## src/logic/cfs_pkg.sv

```systemverilog
// Constants, register map and types for the cooling fan supervisor
package cfs_pkg;
   localparam logic [11:0] CFS_OFF_CTRL = 12'h000;
   localparam logic [11:0] CFS_OFF_FSEL = 12'h004;
   localparam logic [11:0] CFS_OFF_STAT = 12'h008;
   localparam logic [11:0] CFS_OFF_IRQ_STAT = 12'h00C;
   localparam logic [11:0] CFS_OFF_IRQ_EN = 12'h010;
   localparam logic [11:0] CFS_OFF_IRQ_CLR = 12'h014;
   // Control register bits
   localparam int CFS_CTRL_POLICY = 0;
   localparam int CFS_CTRL_ACTION = 1;
   localparam int CFS_CTRL_TRIP_RST = 2;
   // Status register fields
   localparam int CFS_STAT_IN_LSB = 0;
   localparam int CFS_STAT_FAN = 5;
   localparam int CFS_STAT_TRIP = 6;
   localparam int CFS_STAT_STATE_LSB = 7;
   // Function select fields
   localparam int CFS_FSEL_DO_LSB = 0;
   localparam int CFS_FSEL_RLY_LSB = 8;
   localparam int CFS_FSEL_W = 5;
   localparam logic [4:0] CFS_FUNC_FAULT = 5'h11;
   localparam logic [4:0] CFS_FUNC_FAN_ALARM = 5'h12;
   localparam logic [4:0] CFS_DO_RESET = 5'h0C;
   localparam logic [4:0] CFS_RLY_RESET = 5'h11;
   localparam logic CFS_POLICY_RESET = 1'b0;
   localparam logic CFS_ACTION_RESET = 1'b0;
   // Interrupt status bits
   localparam int CFS_IRQ_W = 4;
   localparam int CFS_IRQ_FAN_FAULT = 0;
   localparam int CFS_IRQ_TRIP = 1;
   localparam int CFS_IRQ_OVERTEMP = 2;
   localparam int CFS_IRQ_FAN_CHG = 3;
   localparam int CFS_SYNC_STAGES = 2;
   localparam logic [31:0] CFS_ZERO = 32'h0000_0000;
   typedef enum logic [1:0] {CFS_OFF, CFS_ON_POWER, CFS_ON_RUN, CFS_ON_HOT}
      cfs_fan_state_t;
endpackage

```

## src/logic/cfs_supervisor.sv

```systemverilog
// Cooling fan supervisor: fan switching, fan fault handling, APB registers
//
// Summary of operation
// - Policy 0: fan on as soon as power is good, regardless of run.
// - Policy 0: fan off only when main circuit falls to low voltage.
// - Policy 1: fan runs once power is good and run command is on.
// - Policy 1: fan stops when run is off and output is shut off.
// - Policy 1: heatsink overtemperature keeps fan running regardless of run.
// - Action 0: drive keeps operating after a fan fault.
// - Output select 18 drives fan fault alarm while a fan fault exists.
// - Action 1: fan fault stops the drive and raises a fault indication.
// - With action 1, output select 17 shows the general fault on trip.
//
// Decided for this implementation: the address map and the APB slave port.
`timescale 1ns/1ps
module cfs_supervisor
   import cfs_pkg::*;
(
   input wire logic pclk,
   input wire logic presetn,
   input wire logic psel,
   input wire logic penable,
   input wire logic pwrite,
   input wire logic [11:0] paddr,
   input wire logic [31:0] pwdata,
   output logic [31:0] prdata,
   output logic pready,
   output logic pslverr,
   input wire logic power_good,
   input wire logic run_cmd,
   input wire logic output_active,
   input wire logic heatsink_hot,
   input wire logic fan_fault,
   output logic fan_on,
   output logic drive_stop,
   output logic fault_display,
   output logic digital_output,
   output logic relay_output,
   output logic irq
);
   logic [4:0] raw_in;
   logic [4:0] sync_in;
   logic pg_s;
   logic run_s;
   logic act_s;
   logic hot_s;
   logic ff_s;
   logic policy_q;
   logic action_q;
   logic [CFS_FSEL_W-1:0] do_sel_q;
   logic [CFS_FSEL_W-1:0] rly_sel_q;
   logic trip_q;
   logic [CFS_IRQ_W-1:0] irq_stat_q;
   logic [CFS_IRQ_W-1:0] irq_en_q;
   logic [CFS_IRQ_W-1:0] irq_set;
   logic [CFS_IRQ_W-1:0] irq_clr;
   logic [CFS_IRQ_W-1:0] irq_stat_d;
   logic [CFS_IRQ_W-1:0] irq_en_d;
   logic ff_prev_q;
   logic hot_prev_q;
   logic fan_prev_q;
   cfs_fan_state_t state_q;
   cfs_fan_state_t state_d;
   logic fan_d;
   logic want_power;
   logic want_run;
   logic run_idle;
   logic hot_hold;
   logic do_d;
   logic rly_d;
   logic [31:0] ctrl_word;
   logic [31:0] fsel_word;
   logic [31:0] stat_word;
   logic [31:0] istat_word;
   logic [31:0] ien_word;
   logic [31:0] rdata_d;

   assign raw_in = {fan_fault, heatsink_hot, output_active, run_cmd,
                    power_good};

   // Every drive indication is asynchronous to pclk
   cfs_sync #(.W(5)) u_sync (
      .pclk(pclk),
      .presetn(presetn),
      .async_in(raw_in),
      .sync_out(sync_in)
   );
   assign pg_s = sync_in[0];
   assign run_s = sync_in[1];
   assign act_s = sync_in[2];
   assign hot_s = sync_in[3];
   assign ff_s = sync_in[4];

   // APB decode; zero wait states, no error answers
   wire apb_setup = psel && !penable;
   wire apb_acc = psel && penable;
   wire apb_wr = apb_acc && pwrite;
   wire apb_rd_setup = apb_setup && !pwrite;
   wire hit_ctrl = paddr == CFS_OFF_CTRL;
   wire hit_fsel = paddr == CFS_OFF_FSEL;
   wire hit_stat = paddr == CFS_OFF_STAT;
   wire hit_istat = paddr == CFS_OFF_IRQ_STAT;
   wire hit_ien = paddr == CFS_OFF_IRQ_EN;
   wire hit_iclr = paddr == CFS_OFF_IRQ_CLR;
   wire wr_ctrl = apb_wr && hit_ctrl;
   wire wr_fsel = apb_wr && hit_fsel;
   wire wr_ien = apb_wr && hit_ien;
   wire wr_iclr = apb_wr && hit_iclr;

   // Switching conditions named once, shared by the states below
   assign want_power = pg_s && !policy_q;
   assign want_run = pg_s && run_s;
   assign run_idle = !run_s && !act_s;
   assign hot_hold = policy_q && hot_s;

   // Fan switching decision
   always_comb begin
      state_d = state_q;
      case (state_q)
         CFS_OFF: begin
            if (want_power) begin
               state_d = CFS_ON_POWER;
            end else if (want_run) begin
               state_d = CFS_ON_RUN;
            end else if (hot_hold) begin
               state_d = CFS_ON_HOT;
            end
         end
         CFS_ON_POWER: begin
            // Policy change hands a running fan over to the run rules
            if (!pg_s) begin
               state_d = CFS_OFF;
            end else if (policy_q) begin
               state_d = CFS_ON_RUN;
            end
         end
         CFS_ON_RUN: begin
            // Power loss alone does not stop a fan started by run
            if (!policy_q) begin
               state_d = pg_s ? CFS_ON_POWER : CFS_OFF;
            end else if (run_idle) begin
               state_d = hot_s ? CFS_ON_HOT : CFS_OFF;
            end
         end
         CFS_ON_HOT: begin
            if (!policy_q) begin
               state_d = pg_s ? CFS_ON_POWER : CFS_OFF;
            end else if (want_run) begin
               state_d = CFS_ON_RUN;
            end else if (!hot_s) begin
               state_d = CFS_OFF;
            end
         end
         default: state_d = CFS_OFF;
      endcase
   end
   assign fan_d = state_d != CFS_OFF;

   // Trip latches until software resets it or action returns to continue
   wire trip_set = action_q && ff_s;
   wire trip_rst = wr_ctrl && pwdata[CFS_CTRL_TRIP_RST];
   wire trip_d = trip_set || (trip_q && !trip_rst && action_q);

   // Shared by both output pins so that they decode codes alike
   function automatic logic out_func(input logic [CFS_FSEL_W-1:0] sel,
                                     input logic alarm,
                                     input logic fault);
      if (sel == CFS_FUNC_FAN_ALARM) begin
         out_func = alarm;
      end else if (sel == CFS_FUNC_FAULT) begin
         out_func = fault;
      end else begin
         out_func = 1'b0;
      end
   endfunction
   assign do_d = out_func(do_sel_q, ff_s, trip_d);
   assign rly_d = out_func(rly_sel_q, ff_s, trip_d);

   // Edge events for the sticky status bits
   assign irq_set[CFS_IRQ_FAN_FAULT] = ff_s && !ff_prev_q;
   assign irq_set[CFS_IRQ_TRIP] = trip_d && !trip_q;
   assign irq_set[CFS_IRQ_OVERTEMP] = hot_s && !hot_prev_q;
   assign irq_set[CFS_IRQ_FAN_CHG] = fan_d != fan_prev_q;
   // A clear only drops bits that no event sets in the same cycle
   assign irq_clr = wr_iclr ? pwdata[CFS_IRQ_W-1:0] : '0;
   assign irq_stat_d = (irq_stat_q & ~irq_clr) | irq_set;
   assign irq_en_d = wr_ien ? pwdata[CFS_IRQ_W-1:0] : irq_en_q;

   // Read words; unused bits and the trip reset bit read as zero
   always_comb begin
      ctrl_word = CFS_ZERO;
      ctrl_word[CFS_CTRL_POLICY] = policy_q;
      ctrl_word[CFS_CTRL_ACTION] = action_q;
      fsel_word = CFS_ZERO;
      fsel_word[CFS_FSEL_DO_LSB +: CFS_FSEL_W] = do_sel_q;
      fsel_word[CFS_FSEL_RLY_LSB +: CFS_FSEL_W] = rly_sel_q;
      stat_word = CFS_ZERO;
      stat_word[CFS_STAT_IN_LSB +: $bits(sync_in)] = sync_in;
      stat_word[CFS_STAT_FAN] = fan_on;
      stat_word[CFS_STAT_TRIP] = trip_q;
      stat_word[CFS_STAT_STATE_LSB +: $bits(state_q)] = state_q;
      istat_word = CFS_ZERO;
      istat_word[CFS_IRQ_W-1:0] = irq_stat_q;
      ien_word = CFS_ZERO;
      ien_word[CFS_IRQ_W-1:0] = irq_en_q;
   end

   always_comb begin
      rdata_d = CFS_ZERO;
      if (hit_ctrl) begin
         rdata_d = ctrl_word;
      end else if (hit_fsel) begin
         rdata_d = fsel_word;
      end else if (hit_stat) begin
         rdata_d = stat_word;
      end else if (hit_istat) begin
         rdata_d = istat_word;
      end else if (hit_ien) begin
         rdata_d = ien_word;
      end
   end

   // Software settings
   always_ff @(posedge pclk or negedge presetn) begin
      if (!presetn) begin
         policy_q <= CFS_POLICY_RESET;
         action_q <= CFS_ACTION_RESET;
         do_sel_q <= CFS_DO_RESET;
         rly_sel_q <= CFS_RLY_RESET;
         irq_en_q <= '0;
      end else begin
         if (wr_ctrl) begin
            policy_q <= pwdata[CFS_CTRL_POLICY];
            action_q <= pwdata[CFS_CTRL_ACTION];
         end
         if (wr_fsel) begin
            do_sel_q <= pwdata[CFS_FSEL_DO_LSB +: CFS_FSEL_W];
            rly_sel_q <= pwdata[CFS_FSEL_RLY_LSB +: CFS_FSEL_W];
         end
         if (wr_ien) begin
            irq_en_q <= pwdata[CFS_IRQ_W-1:0];
         end
      end
   end

   // Fan state, registered fan output and edge history
   always_ff @(posedge pclk or negedge presetn) begin
      if (!presetn) begin
         state_q <= CFS_OFF;
         fan_on <= 1'b0;
         fan_prev_q <= 1'b0;
         trip_q <= 1'b0;
         ff_prev_q <= 1'b0;
         hot_prev_q <= 1'b0;
      end else begin
         state_q <= state_d;
         fan_on <= fan_d;
         fan_prev_q <= fan_d;
         trip_q <= trip_d;
         ff_prev_q <= ff_s;
         hot_prev_q <= hot_s;
      end
   end

   // Fault outputs track the registered trip and fault levels
   always_ff @(posedge pclk or negedge presetn) begin
      if (!presetn) begin
         drive_stop <= 1'b0;
         fault_display <= 1'b0;
         digital_output <= 1'b0;
         relay_output <= 1'b0;
      end else begin
         drive_stop <= trip_d;
         fault_display <= trip_d;
         digital_output <= do_d;
         relay_output <= rly_d;
      end
   end

   // Set wins over a clear in the same cycle
   always_ff @(posedge pclk or negedge presetn) begin
      if (!presetn) begin
         irq_stat_q <= '0;
         irq <= 1'b0;
      end else begin
         irq_stat_q <= irq_stat_d;
         irq <= |(irq_stat_d & irq_en_d);
      end
   end

   // Read data captured in setup so it stands through the access
   always_ff @(posedge pclk or negedge presetn) begin
      if (!presetn) begin
         prdata <= CFS_ZERO;
         pready <= 1'b0;
         pslverr <= 1'b0;
      end else begin
         if (apb_rd_setup) begin
            prdata <= rdata_d;
         end
         pready <= apb_setup;
         pslverr <= 1'b0;
      end
   end
endmodule // cfs_supervisor

```

## src/logic/cfs_sync.sv

```systemverilog
// Two-flop synchroniser bank for asynchronous drive indications
`timescale 1ns/1ps
module cfs_sync #(
   parameter int W = 5
) (
   input wire logic pclk,
   input wire logic presetn,
   input wire logic [W-1:0] async_in,
   output logic [W-1:0] sync_out
);
   logic [W-1:0] meta_q;
   always_ff @(posedge pclk or negedge presetn) begin
      if (!presetn) begin
         meta_q <= '0;
         sync_out <= '0;
      end else begin
         meta_q <= async_in;
         sync_out <= meta_q;
      end
   end
endmodule // cfs_sync

```

## config.mk

```make
export PLATFORM = sky130hd
export DESIGN_NAME = cfs_supervisor
export DESIGN_NICKNAME = d
export VERILOG_FILES = /design/src/logic/cfs_pkg.sv /design/src/logic/cfs_supervisor.sv /design/src/logic/cfs_sync.sv
export SDC_FILE = /design/constraint.sdc
export NUM_CORES = 1
export LEC_CHECK = 0
export BUFFER_PORTS_ARGS = -buffer_cell sky130_fd_sc_hd__buf_2
export CORE_UTILIZATION = 29
export DETAILED_ROUTE_END_ITERATION = 10
export PLACE_DENSITY = 0.58
export SKIP_CTS_REPAIR_TIMING = 1
export SYNTH_ARGS = -nofsm -noshare
export SYNTH_HDL_FRONTEND = slang
export SYNTH_SLANG_ARGS = --single-unit
```

## constraint.sdc

```tcl
create_clock -name pclk -period 1.95 [get_ports pclk]
set_input_delay 0.2925 -clock pclk [delete_from_list [all_inputs] [get_ports pclk]]
set_output_delay 0.2925 -clock pclk [all_outputs]
set_load 0.01 [all_outputs]
```

Word level (Yosys, flattened, before mapping). Index checks and enable logic that the tools add are counted.

Flip-flop bits (word level): 72. Output and inout port bits: 40.

Muxes and demuxes: 24. Equality and inequality tests: 13. Reduce and logical (&&, ||, !) cells: 33. Bitwise logic cells: 4.

Operators by type and width (count): $mux 13 (2); $eq 12x4->1 const B (2); $eq 12x5->1 const B (2); $mux 2 (11); $eq 5x5->1 const B (4); $logic_and 1x1->1 (19); $mux 4 (4); $eq 12x3->1 const B (1); $logic_not 12->1 (1); $logic_not 1->1 (9); $mux 9 (1); $and 4x4->4 (2); $pmux 2 s4 (1); $mux 1 (5); $eq 2x2->1 const B (2); $not 4->4 (1); $or 4x4->4 (1); $reduce_or 4->1 (1); $eq 2x1->1 const B (1); $logic_not 2->1 (1); $reduce_bool 2->1 (1); $logic_or 1x1->1 (1); $ne 1x1->1 (1).

Depth between registers and ports, before layout.
Word-level depth: 12. Mapped depth: 7.

Hierarchy. A second synthesis with hierarchy kept.

Cells, all modules: 242. Area, all modules: 2497.4 um^2.

Modules (own cells, without submodules): cfs_supervisor (instances 1, area an instance 2247.2 um^2, sequential area each 1081.0 um^2, cells an instance 232); cfs_sync (instances 1, area an instance 250.2 um^2, sequential area each 250.2 um^2, cells an instance 10).

Worst setup path before layout. Ideal clock, no wire load.

Path kind: in2reg. From: input port paddr[9]. To: register digital_output. Path buffers: 0. Setup time: 0.124 ns. Slack: 0.455 ns. Stages on the path: 6. Required time: 1.826 ns. Arrival time: 1.370 ns. Cells stage by stage: nor4_4 > nand4_1 > or2_1 > o21a_1 > a22oi_1 > nor4b_1.

Word-level cells in the longest chain between the ends: 9.

Ends and longest elaborated chain: from (decl) (RTL line cfs_supervisor.sv:24) `input wire logic [11:0] paddr,`; $logic_not 12->1 (RTL line cfs_supervisor.sv:99) `wire hit_ctrl = paddr == CFS_OFF_CTRL;`; $logic_and 1x1->1 (RTL line cfs_supervisor.sv:105) `wire wr_ctrl = apb_wr && hit_ctrl;`; $logic_and 1x1->1 (RTL line cfs_supervisor.sv:161) `wire trip_rst = wr_ctrl && pwdata[CFS_CTRL_TRIP_RST];`; $logic_not 1->1 (RTL line cfs_supervisor.sv:162) `wire trip_d = trip_set || (trip_q && !trip_rst && action_q);`; $logic_and 1x1->1 (2 in series) (RTL line cfs_supervisor.sv:162); $logic_or 1x1->1 (RTL line cfs_supervisor.sv:162); $mux 1 (RTL line cfs_supervisor.sv:170) `end else if (sel == CFS_FUNC_FAULT) begin`; $mux 1 (RTL line cfs_supervisor.sv:168) `if (sel == CFS_FUNC_FAN_ALARM) begin`; via do_d (RTL line cfs_supervisor.sv:69) `logic do_d;`; to (signal assigned) (RTL line cfs_supervisor.sv:275) `digital_output <= do_d;`; to (decl) (RTL line cfs_supervisor.sv:37) `output logic digital_output,`.

The timed path passes the listed nets, and every way through them passes these cells. A chain may end at the register's enable or synchronous reset.

Worst setup path in the final report.
From: register state_q[0]. To: register irq.

Elaborated cells between the ends (all ways): 20. Classes of those cells: 4 x eq/ne; 11 x mux; 2 x bitwise; 3 x reduce/logical.

RTL lines: from (decl) (RTL line cfs_supervisor.sv:62) `cfs_fan_state_t state_q;`; from (signal assigned) (RTL line cfs_supervisor.sv:256) `state_q <= state_d;`; $eq 2x2->1 (tied with other cells) (RTL line cfs_supervisor.sv:119) `case (state_q)`; $pmux 2 s4 * (RTL line cfs_supervisor.sv:119); via state_d[1] (RTL line cfs_supervisor.sv:63) `cfs_fan_state_t state_d;`; $reduce_bool 2->1 * (RTL line cfs_supervisor.sv:157) `assign fan_d = state_d != CFS_OFF;`; $ne 1x1->1 * (RTL line cfs_supervisor.sv:183) `assign irq_set[CFS_IRQ_FAN_CHG] = fan_d != fan_prev_q;`; $or 4x4->4 * (RTL line cfs_supervisor.sv:186) `assign irq_stat_d = (irq_stat_q & ~irq_clr) | irq_set;`; $and 4x4->4 * (RTL line cfs_supervisor.sv:287) `irq <= |(irq_stat_d & irq_en_d);`; $reduce_or 4->1 * (RTL line cfs_supervisor.sv:287); to (signal assigned) (RTL line cfs_supervisor.sv:287); to (decl) (RTL line cfs_supervisor.sv:39) `output logic irq`.

Mark *: on every way through the listed nets, which the timed path passes. The rest lies on a longest branch.

==> key figures <==
Outcome
  – Run status: finished clean

Synthesis
  – Synth top area share: 50.0%
  – YS warnings: 0
  – Synth cell types: 44
  – Async set or reset register ratio after synthesis: 100%
  – Top_reg_cell synth: dfrtp_1
  – Cell taking the most area after synthesis: dfrtp_1
  – EDFF count, synth: 0
  – Post-synthesis cell count: 215
  – Synthesized area: 0.00245 mm²
  – Post-synthesis sequential area ratio: 54.3%
  – FF+latch count, synth: 53
  – Mean Syn Cell Area: 11.4 µm²
  – Area contributors post-synth: dfrtp_1 (50%), buf_4 (7.0%), mux2_2 (6.4%), dfstp_2 (4.3%), a22o_1 (2.5%)

Final layout
  – Fin util: 35.3%
  – Layout cells sized above 1: 32.9%
  – Fill count: 837
  – # diodes: 0
  – Commonest non-fill, non-tap cell in the layout: buf_2
  – Most frequent cells in the layout: buf_2 (51), dfrtp_1 (49), conb_1 (20)
  – Post-layout nets: 330
  – Final Cell Area: 0.00290 mm²
  – Synth-to-Final Area Change: 18.2%

Global routing
  – GRT overflow: 0
  – First-pass GRT wire length: 8.41 mm
  – Total GRT Usage: 12.5%
  – Vias in the first global route: 1677
  – Largest net degree at the start of global routing: 54
  – Initial antenna violation count: 0

Drt
  – Initial DRT Pass Iterations: 4
  – Vias per cell: 4.56
  – Final antenna-violating net count: 0
  – Initial DRC Count: 74
  – # DRC: 0
  – Drt wl/cell: 13.3 µm
  – DR vias: 1743
  – DRT Wirelength: 5.07 mm

Critical path
  – Crit path capture type: flop
  – Worst Path Arrival: 1.89 ns
  – Worst path required time: 2.12 ns
  – Slack of the worst reg-to-reg path: 0.23 ns
  – Crit start category: flop
  – Crit Path Max Fanout: 5
  – Setup CP Type: reg -> reg

Timing
  – Fin crit share: 88.4%
  – Max Fclk: 0.580 GHz
  – Setup violations, final: 0
  – Final worst path period need: 1.72 ns
  – Final Max Slew Viols: 0
  – Setup tns final: 0 ns
  – Final hold vios: 0
  – RSZ-0062 raised after global routing: false
  – Hold WS: 0.0842 ns
  – Setup Skew: 0.0130 ns

Floorplan
  – Row Count: 33
  – Die extent in y: 94.0 µm
  – Top Ports: 94
  – Core area: 0.00822 mm²
  – Starting density of the core: 29.8%
  – Die X-Extent: 94.0 µm
  – Die footprint: 0.00883 mm²

Clock tree
  – Worst-skew pair later-pin latency: 0.31 ns
  – Cts bufs inserted: 5
  – Clk slew on worst S/H paths: 0.10 ns
  – CTS tree: built
  – Clock Sinks: 53
  – H-tree levels: 2
  – Max clock buf depth: 2
  – Root buffer cell: clkbuf_8

Power
  – LEAKAGE: 1.49 nW
  – VDD IR max: 0.000327 V
  – Pwr per Cell Area: 659 mW/mm²

Placed design
  – RePlAce Congestion: 0.811
  – Number of port buffers: 51
  – Post-DP HPWL: 3.91 mm
  – Area after DPL: 0.00280 mm²

Hold path
  – Hold crit path type: in -> reg

Run
  – Max Cap Viol: 0
==> area by class of cell <==
type	count	area, µm²	area share (%)
Sequential cell	53	1330	45.9
Multi-Input combinational cell	140	943	32.6
Timing Repair Buffer	61	345	11.9
Tap cell	105	131	4.53
Clock buffer	5	68.8	2.37
Inverter	15	56.3	1.94
Clock inverter	3	21.3	0.734
==> path summary, 6_finish.rpt <==
kind,end,start,depth (start not counted)
worst max-delay path,irq$_DFF_PN0_,state_q[0]$_DFF_PN0_,6
min in group asynchronous,state_q[1]$_DFF_PN0_,presetn,3
worst min-delay path,u_sync.meta_q[0]$_DFF_PN0_,power_good,1
worst max register to register,irq$_DFF_PN0_,state_q[0]$_DFF_PN0_,6
max in group asynchronous,do_sel_q[2]$_DFFE_PN1P_,presetn,3
worst min register to register,u_sync.sync_out[1]$_DFF_PN0_,u_sync.meta_q[1]$_DFF_PN0_,0
==> synthesized netlist by cell type (2+ instances only) <==
cell type and instances:
buf_4 23, nand2_1 16, o21ai_0 6, mux2i_1 4
o2111ai_1 4, a22o_1 7, nand4_1 3, mux2_2 14
dfrtp_1 49, nand2b_1 3, a22oi_1 4, and3_1 3
nor2_1 6, o21a_1 3, o31ai_1 2, nand3_1 2
or3_1 2, dfstp_2 4, o221ai_1 2, nor2b_1 5
a21oi_1 8, inv_1 15, nor4b_1 4, o22ai_1 6
==> flip-flops by register name, indices dropped and copies added (netlist names), 2 cells and up <==
| signal | flops |
|---|---|
| irq_stat_q | 4 |
| u_sync.sync_out | 5 |
| prdata | 13 |
| state_q | 2 |
| irq_en_q | 4 |
| rly_sel_q | 5 |
| u_sync.meta_q | 5 |
| do_sel_q | 5 |
==> routing by layer <==
metal / routed length [µm] / global-route usage, %
met5: 0 / 0
met2: 2540 / 21.2
met1: 2240 / 15.7
met4: 81 / 3.97
met3: 213 / 2.99
==> through the flow <==
step                setup slack, ns  std cells  power, mW
floorplan                     0.455        234       1.25
global placement              0.125        373       1.31
CTS                           0.182        381       1.93
global route                 0.0483        382       2.00
finish                        0.227        382       1.91
detailed placement            0.110        373       1.31
==> cells by family after synthesis <==
group / Yosys count / share of synthesized area (%)
and+or+nand+nor: 55 / 13.8
AOI/OAI and AO/OA: 46 / 13.2
xor gates and xnor gates: 1 / 0.357
DFF: 53 / 54.3
other: 1 / 0.153
muxes: 18 / 8.06
buffers and inverters: 41 / 10.2
==> power by group <==
part	switching (mW)	total (mW)	leakage [nW]	internal (mW)
Sequential	0.0124	1.13	0.672	1.11
Combinational	0.100	0.159	0.774	0.0587
Clock	0.368	0.623	0.0445	0.255
Total	0.480	1.91	1.49	1.43
==> worst max-delay path, cell delays in order (launching register included) <==
cell       delay (ns)
dfrtp_1          0.44
o21a_1           0.20
o31ai_1          0.22
a31oi_1          0.10
nor2_1           0.18
xor2_1           0.28
o2111ai_1        0.17
No activity file was read; power rests on OpenSTA's default activity.
